===== src/common/acs_cfg.svh =====
// Constants for the admin command status unit.
// Assumes inclusion from the package and design files.
`ifndef ACS_CFG_SVH
`define ACS_CFG_SVH
`define ACS_STATUS_OFFSET   8'hA8
`define ACS_ACTIVE_BIT      31
`define ACS_RESULT_LSB      8
`define ACS_RESULT_MSB      23
`define ACS_ERR_MSB         7
`define ACS_CMD_DISABLE_WQ  5'h07
`define ACS_CMD_DRAIN_WQ    5'h08
`define ACS_CMD_ABORT_WQ    5'h09
`define ACS_CMD_RESET_WQ    5'h0A
`define ACS_CMD_REQ_INTH    5'h0D
`define ACS_CMD_REQ_PERMH   5'h0F
`define ACS_CMD_REL_PERMH   5'h10
`define ACS_CMD_INV_BITMAP  5'h11
`define ACS_CMD_MAX         5'h11
`define ACS_ERR_OK          8'h00
`define ACS_ERR_UNSUP       8'h01
`define ACS_ERR_BAD_WQ      8'h02
`define ACS_ERR_PLATFORM    8'h03
`define ACS_ERR_RSVD_FIELD  8'h04
`define ACS_ERR_HALTED      8'h05
`define ACS_NUM_WQ          8'h10
`endif


===== src/common/acs_pkg.sv =====
// Types for the admin command status unit.
// Assumes acs_cfg.svh on the include path.
`include "acs_cfg.svh"
package acs_pkg;
  typedef struct packed {
    logic [4:0]  code;
    logic [19:0] operand;
  } acs_cmd_s;
  typedef struct packed {
    logic        valid;
    logic [4:0]  code;
    logic [3:0]  group;
    logic [15:0] mask;
    logic [16:0] size;
    logic [63:0] addr;
  } acs_exec_s;
  typedef enum logic [1:0] {ACS_IDLE, ACS_EXEC, ACS_WAIT} acs_state_e;
endpackage : acs_pkg


===== src/design/acs_wq_select.sv =====
// Expands a grouped work-queue command into a per-queue select vector.
// Assumes queue indices 0..255 and a fixed count of implemented queues.
`timescale 1ns/10ps
`default_nettype none
`include "acs_cfg.svh"
module acs_wq_select
  import acs_pkg::*;
(
  input  wire logic [3:0]   group_num,
  input  wire logic [15:0]  group_mask,
  output logic      [255:0] wq_sel,
  output logic              bad_index
);
  genvar i;
  generate
    for (i = 0; i < 256; i++) begin : g_wq
      // Group number matches queue index bits 7:4
      assign wq_sel[i] = (group_num == 4'(i >> 4)) &&
                         group_mask[i % 16];
    end
  endgenerate
  // Any selected queue beyond the implemented count is an invalid index
  assign bad_index = |(wq_sel >> `ACS_NUM_WQ);
endmodule : acs_wq_select
`default_nettype wire


===== src/design/acs_admin_cmd.sv =====
// Admin command decoder with status register for a data mover.
// Assumes an execution agent that acknowledges each dispatched command.
//
// Function
// Software puts invalidate start address in parameter register, size in operand.
// Invalidate range is bounded by the size operand from the start address.
// Capability set: device may cache bitmaps; software invalidates after changes.
// Capability clear: invalidate command code is reserved.
// Release handle capability clear: release handle code is reserved.
// Disable, drain, abort, reset act on up to 16 queues at once.
// Group number in operand 19:16 matches queue index bits 7:4.
// Operand 15:0 is a bitmask of queues within the group.
// With at most 16 queues software uses group zero.
// Queues in different groups need separate commands.
// Active bit 31 sets as soon as a command is written.
// Software ignores result and error while active.
// Completion clears active and shows outcome; reads 0 before any command.
// Interrupt handle request returns handle in bits 23:8.
// Permission handle request returns handle in bits 23:8.
// Result field unused for all other commands.
// Error codes 0 success, 1 unsupported, 2 invalid queue index.
// Error codes 3 platform, 4 reserved field, 5 halted or error.
// Codes 6 to F unused; 10 to FF command specific.
// Codes 7 to 10 decode as disable, drain, abort, reset queue.
// Reserved code completes with unsupported error and no action.
`timescale 1ns/10ps
`default_nettype none
`include "acs_cfg.svh"
module acs_admin_cmd
  import acs_pkg::*;
(
  input  wire logic         clk_sys,
  input  wire logic         nrst,
  input  wire logic         cmd_write,
  input  wire acs_cmd_s     cmd_in,
  input  wire logic [63:0]  command_parameter_register,
  input  wire logic [31:0]  command_capability_mask,
  input  wire logic         device_halted,
  input  wire logic [7:0]   status_addr,
  output logic      [31:0]  status_rdata,
  output logic      [31:0]  admin_command_status,
  output acs_exec_s         exec_req,
  output logic      [255:0] wq_sel,
  output logic      [3:0]   wq_action,
  output logic              exec_busy,
  input  wire logic         exec_done,
  input  wire logic         exec_platform_err,
  input  wire logic [7:0]   exec_err_code,
  input  wire logic [15:0]  exec_handle
);
  acs_state_e  state_reg;
  acs_cmd_s    cmd_reg;
  logic        active_reg;
  logic [15:0] result_reg;
  logic [7:0]  err_reg;
  logic [3:0]  action_reg;
  logic [255:0] sel_next;
  logic        bad_wq;
  logic        is_group;
  logic        supported;
  logic        rsvd_bad;
  logic        returns_handle;
  logic [7:0]  early_err;

  acs_wq_select u_sel (
    .group_num  (cmd_reg.operand[19:16]),
    .group_mask (cmd_reg.operand[15:0]),
    .wq_sel     (sel_next),
    .bad_index  (bad_wq)
  );

  // Grouped queue commands 7..10
  assign is_group = cmd_reg.code >= `ACS_CMD_DISABLE_WQ &&
                    cmd_reg.code <= `ACS_CMD_RESET_WQ;
  // Capability bits gate command codes; clear bit means reserved
  assign supported = cmd_reg.code != 5'h00 &&
                     cmd_reg.code <= `ACS_CMD_MAX &&
                     command_capability_mask[cmd_reg.code];
  assign rsvd_bad =
    (cmd_reg.code == `ACS_CMD_REQ_INTH && cmd_reg.operand[19:17] != 3'h0) ||
    (cmd_reg.code == `ACS_CMD_INV_BITMAP && cmd_reg.operand[19:17] != 3'h0) ||
    ((cmd_reg.code == `ACS_CMD_REQ_PERMH ||
      cmd_reg.code == `ACS_CMD_REL_PERMH) &&
     cmd_reg.operand[19:16] != 4'h0);
  assign returns_handle = cmd_reg.code == `ACS_CMD_REQ_INTH ||
                          cmd_reg.code == `ACS_CMD_REQ_PERMH;

  always_comb begin
    if (device_halted) begin
      early_err = `ACS_ERR_HALTED;
    end else if (!supported) begin
      early_err = `ACS_ERR_UNSUP;
    end else if (rsvd_bad) begin
      early_err = `ACS_ERR_RSVD_FIELD;
    end else if (is_group && bad_wq) begin
      early_err = `ACS_ERR_BAD_WQ;
    end else begin
      early_err = `ACS_ERR_OK;
    end
  end

  always_ff @(posedge clk_sys or negedge nrst) begin
    if (!nrst) begin
      cmd_reg <= '0;
    end else if (cmd_write && state_reg == ACS_IDLE) begin
      cmd_reg <= cmd_in;
    end
  end

  // One command at a time; writes while busy are ignored
  always_ff @(posedge clk_sys or negedge nrst) begin
    if (!nrst) begin
      state_reg <= ACS_IDLE;
    end else begin
      unique case (state_reg)
        ACS_IDLE: begin
          if (cmd_write) begin
            state_reg <= ACS_EXEC;
          end
        end
        ACS_EXEC: begin
          if (early_err == `ACS_ERR_OK) begin
            state_reg <= ACS_WAIT;
          end else begin
            state_reg <= ACS_IDLE;
          end
        end
        ACS_WAIT: begin
          if (exec_done) begin
            state_reg <= ACS_IDLE;
          end
        end
      endcase
    end
  end

  always_ff @(posedge clk_sys or negedge nrst) begin
    if (!nrst) begin
      active_reg <= 1'b0;
    end else if (state_reg == ACS_IDLE && cmd_write) begin
      active_reg <= 1'b1;
    end else if ((state_reg == ACS_EXEC && early_err != `ACS_ERR_OK) ||
                 (state_reg == ACS_WAIT && exec_done)) begin
      active_reg <= 1'b0;
    end
  end

  always_ff @(posedge clk_sys or negedge nrst) begin
    if (!nrst) begin
      err_reg    <= `ACS_ERR_OK;
      result_reg <= 16'h0000;
    end else if (state_reg == ACS_EXEC && early_err != `ACS_ERR_OK) begin
      err_reg    <= early_err;
      result_reg <= 16'h0000;
    end else if (state_reg == ACS_WAIT && exec_done) begin
      if (exec_platform_err) begin
        err_reg <= `ACS_ERR_PLATFORM;
      end else begin
        // Agent codes 10..FF pass through; 6..F are not produced
        err_reg <= (exec_err_code >= 8'h10) ? exec_err_code
                                            : `ACS_ERR_OK;
      end
      // Handle only on success; the field is unused after an error
      result_reg <= (returns_handle && !exec_platform_err &&
                     exec_err_code < 8'h10) ?
                    exec_handle : 16'h0000;
    end
  end

  // Dispatch pulse and operands; reserved codes never reach the agent
  always_ff @(posedge clk_sys or negedge nrst) begin
    if (!nrst) begin
      exec_req   <= '0;
      wq_sel     <= '0;
      action_reg <= 4'h0;
    end else if (state_reg == ACS_EXEC && early_err == `ACS_ERR_OK) begin
      exec_req.valid <= 1'b1;
      exec_req.code  <= cmd_reg.code;
      exec_req.group <= cmd_reg.operand[19:16];
      exec_req.mask  <= cmd_reg.operand[15:0];
      exec_req.size  <= cmd_reg.operand[16:0];
      exec_req.addr  <= command_parameter_register;
      wq_sel         <= is_group ? sel_next : '0;
      // One-hot disable, drain, abort, reset
      action_reg     <= is_group ?
                        4'(4'h1 << (cmd_reg.code - `ACS_CMD_DISABLE_WQ)) :
                        4'h0;
    end else begin
      exec_req.valid <= 1'b0;
    end
  end

  assign wq_action = action_reg;
  assign exec_busy = state_reg == ACS_WAIT;
  assign admin_command_status = {active_reg, 7'h00, result_reg, err_reg};
  assign status_rdata = (status_addr == `ACS_STATUS_OFFSET) ?
                        admin_command_status : 32'h0000_0000;
endmodule : acs_admin_cmd
`default_nettype wire


===== config.mk =====
export PLATFORM = sky130hd
export DESIGN_NAME = acs_admin_cmd
export DESIGN_NICKNAME = d
export VERILOG_FILES = /design/src/common/acs_pkg.sv /design/src/design/acs_wq_select.sv /design/src/design/acs_admin_cmd.sv
export VERILOG_INCLUDE_DIRS = /design/src /design/src/common
export SDC_FILE = /design/constraint.sdc
export NUM_CORES = 1
export LEC_CHECK = 0
export CORE_AREA = 3 3 227 229
export CTS_BUF_LIST = sky130_fd_sc_hd__clkbuf_16
export CTS_CLUSTER_SIZE = 30
export DETAILED_ROUTE_END_ITERATION = 10
export DIE_AREA = 0 0 230 232
export DONT_BUFFER_PORTS = 1
export HOLD_SLACK_MARGIN = 0.08
export PLACE_DENSITY = 0.5
export SLEW_MARGIN = 25
export SYNTH_ARGS = -nofsm -noshare
export SYNTH_HDL_FRONTEND = slang
export SYNTH_SLANG_ARGS = --single-unit

===== constraint.sdc =====
create_clock -name clk_sys -period 3 [get_ports clk_sys]
set_input_delay 0.15 -clock clk_sys [delete_from_list [all_inputs] [get_ports clk_sys]]
set_output_delay 0.15 -clock clk_sys [all_outputs]
set_load 0.005 [all_outputs]

==> metrics.txt <==
first-pass GRT wire length=82300 um; grt ovf=0; setup violators final=60; minimum clock period=3050 ps; CTS tree=done; H-tree Lvls=2; Site Rows=82; clock transition at the registers of the reported paths=70 ps; IO Port Bufs=0; GRT Util Overall=20.5%; Pwr Total=22.6 mW; Max Cap Viol=0; R2R Setup Slk=-50 ps; Leak=10.6 nW; Fill cells=4557; post-DP HPWL=38700 um; syn avg cell area=12.2 sq um; setup_tns=-1840 ps; placed instance count=2058; RSZ-0062 raised after global routing=true; floorplan die width=230 um; pin count of the biggest net entering global routing=403; dpl ws=-292 ps; RD Place Congestion=0.908; vias=11600; Yosys reg bits=402; Worst VDD drop=0.493 mV; Yosys cell types=71; commonest cells in the synthesized netlist=dfrtp_1, nor2b_1, mux2_2; initial antenna violation count=0; final worst setup slack=-53.8 ps; cell taking the most area after synthesis=dfrtp_1; Avg WL per Cell=24.9 um; clk_skew=46.7 ps; Worst Hold Class=input port to async pin; Worst-Skew Late Latency=600 ps; Largest stage delay, worst path=450 ps; kind of cell adding the most delay to the critical path=buffers and inverters; critical setup path kind=flop to flop; # hold bufs at CTS=134; post-synth top area share=60.7%; Yosys warning count=0; Cell Chain, Critical Path=buf_12 > buf_8 > buf_6 > nor4_2 > a311oi_1 > nand3_1 > o211ai_1 > nor4_2 > buf_4 > a41oi_4 > nor2_8 > buf_12 > buf_16 > mux2_2; flip-flop count of the largest register after layout=256; DR pass1 iterations=5; fmax=327 MHz; violated checks=hold timing, setup timing; clk sinks=402; Die Y=232 um; CTS buffer count=44; Max stage delay cell, worst path=dfrtp_2; status=finished with violations; Pwr per Cell Area=1000 nW/um^2; synth top area cells=dfrtp_1, nor2b_1, mux2_2; layout cells sized above 1=30.1%; final cell count without fillers=2337; Clock Root Buffer=clkbuf_16; post-synthesis sequential area ratio=60.7%; Critical Path RT=3470 ps; WL final=58100 um; Max Root-Sink Buffers=3; Cell Area, Synth=16600 sq um; io pins=591; vias in the first global route=12100; Setup crit end kind=flop; worst-path maximum fanout=23; Iter 0 DRT Violations=736; die footprint=53400 sq um; top_reg_cell synth=dfrtp_1; Synth Instances=1354; post-route ant nets=0; Core Region=49900 sq um; Vias/cell=4.95; Slew Viols, Final=0; startpoint types=flop; Post-synth EDFFs=0; worst path bufs/invs=6; CP arrival=3520 ps; top-count cell post-synth=dfrtp_1; Worst Hold Slack=-758 ps; Initial Util=33.2%; post-synthesis async set-or-reset flop share=100%; synthesis-to-layout area growth=36.5%; Remaining DRCs=0; Diodes inserted=0; Tcrit/Tclk final=102%; final hold vios=402; Least-Margin Pin Slew=923 ps; Slew HR=38.2%; final-stage net count=1797
path summary, 6_finish.rpt:
path	startpoint	depth (start not counted)	to
worst max-delay path	cmd_reg[16]	14	exec_req[19]
worst min-delay path	nrst	0	wq_sel[133]
worst max register to register	cmd_reg[16]	14	exec_req[19]
worst min register to register	exec_req[99]	1	exec_req[99]
max in group asynchronous	nrst	0	cmd_reg[7]
min in group clk_sys	exec_err_code[5]	4	err_reg[1]
report_power, final:
part | switching (mW) | leakage (nW) | internal, mW
Clock | 2.37 | 0.749 | 3.25
Combinational | 4.56 | 4.47 | 4.85
Sequential | 1.24 | 5.37 | 6.37
through the flow:
| stage | util, % | instance area, sq um |
|---|---|---|
| 6_report | 45.4 | 22600 |
| 5_1_grt | 45.4 | 22600 |
| 4_1_cts | 42.9 | 21400 |
| 3_5_place_dp | 36.0 | 17900 |
| 3_3_place_gp | 36.0 | 17900 |
| 2_1_floorplan | - | 16600 |
cell usage in the layout, fill, tap and decap left out, types with 7 or more instances in the layout:
cell type,n
nor2_1,47
nor3_1,16
nand3_1,10
and2_1,26
o21ai_0,24
buf_16,9
nor2b_4,14
buf_4,145
o21ai_2,14
clkbuf_16,54
mux2_2,47
mux2_4,46
dfrtp_1,393
dfrtp_2,8
ha_1,7
a21oi_1,26
inv_1,41
a22oi_1,20
nor2b_2,11
nor2b_1,221
conb_1,14
buf_12,23
dlygate4sd3_1,134
nand2_1,40
o22ai_1,11
buf_8,9
mux2_1,21
mux2i_1,12
clkinv_1,7
buf_6,17
per-layer routing:
metal  vias up  routed length [um]  track usage [%]
li1       5095                   -                -
met1      5933               22300             24.6
met2       444               30300             36.0
met3        98                3640             4.67
met4         0                1890             7.64
met5         -                   0                0
area by class of cell:
class	instances	area, sq um	share of cell area (%)
Sequential cell	402	10100	44.5
Multi-Input combinational cell	794	6280	27.8
Timing Repair Buffer	348	3750	16.6
Clock buffer	44	1100	4.87
Tap cell	672	841	3.72
Clock inverter	36	413	1.83
Inverter	41	161	0.714
what timing repair did:
action                                  in CTS  in global routing
pin swaps                                   12                 25
hold endpoints to repair                   518                402
resized for setup                           55                194
buffers inserted                            24                 24
endpoints found under the setup margin     343                336
cloned                                       7                 11
cell families (layout without fill, tap and decap cells):
kind of cell / count (synthesis) / count (layout) / synth area share [%]
AO/OA/AOI/OAI: 183 / 183 / 7.56
XOR/XNOR: 3 / 3 / 0.159
adder cells (fa/ha/maj): 7 / 7 / 0.529
buffers and inverters: 171 / 469 / 5.94
flip-flops: 402 / 402 / 60.7
multiplexers: 133 / 133 / 9.20
other: 1 / 14 / 0.0226
AND/OR/NAND/NOR: 454 / 454 / 15.9
(Power assumes the default switching activity.)
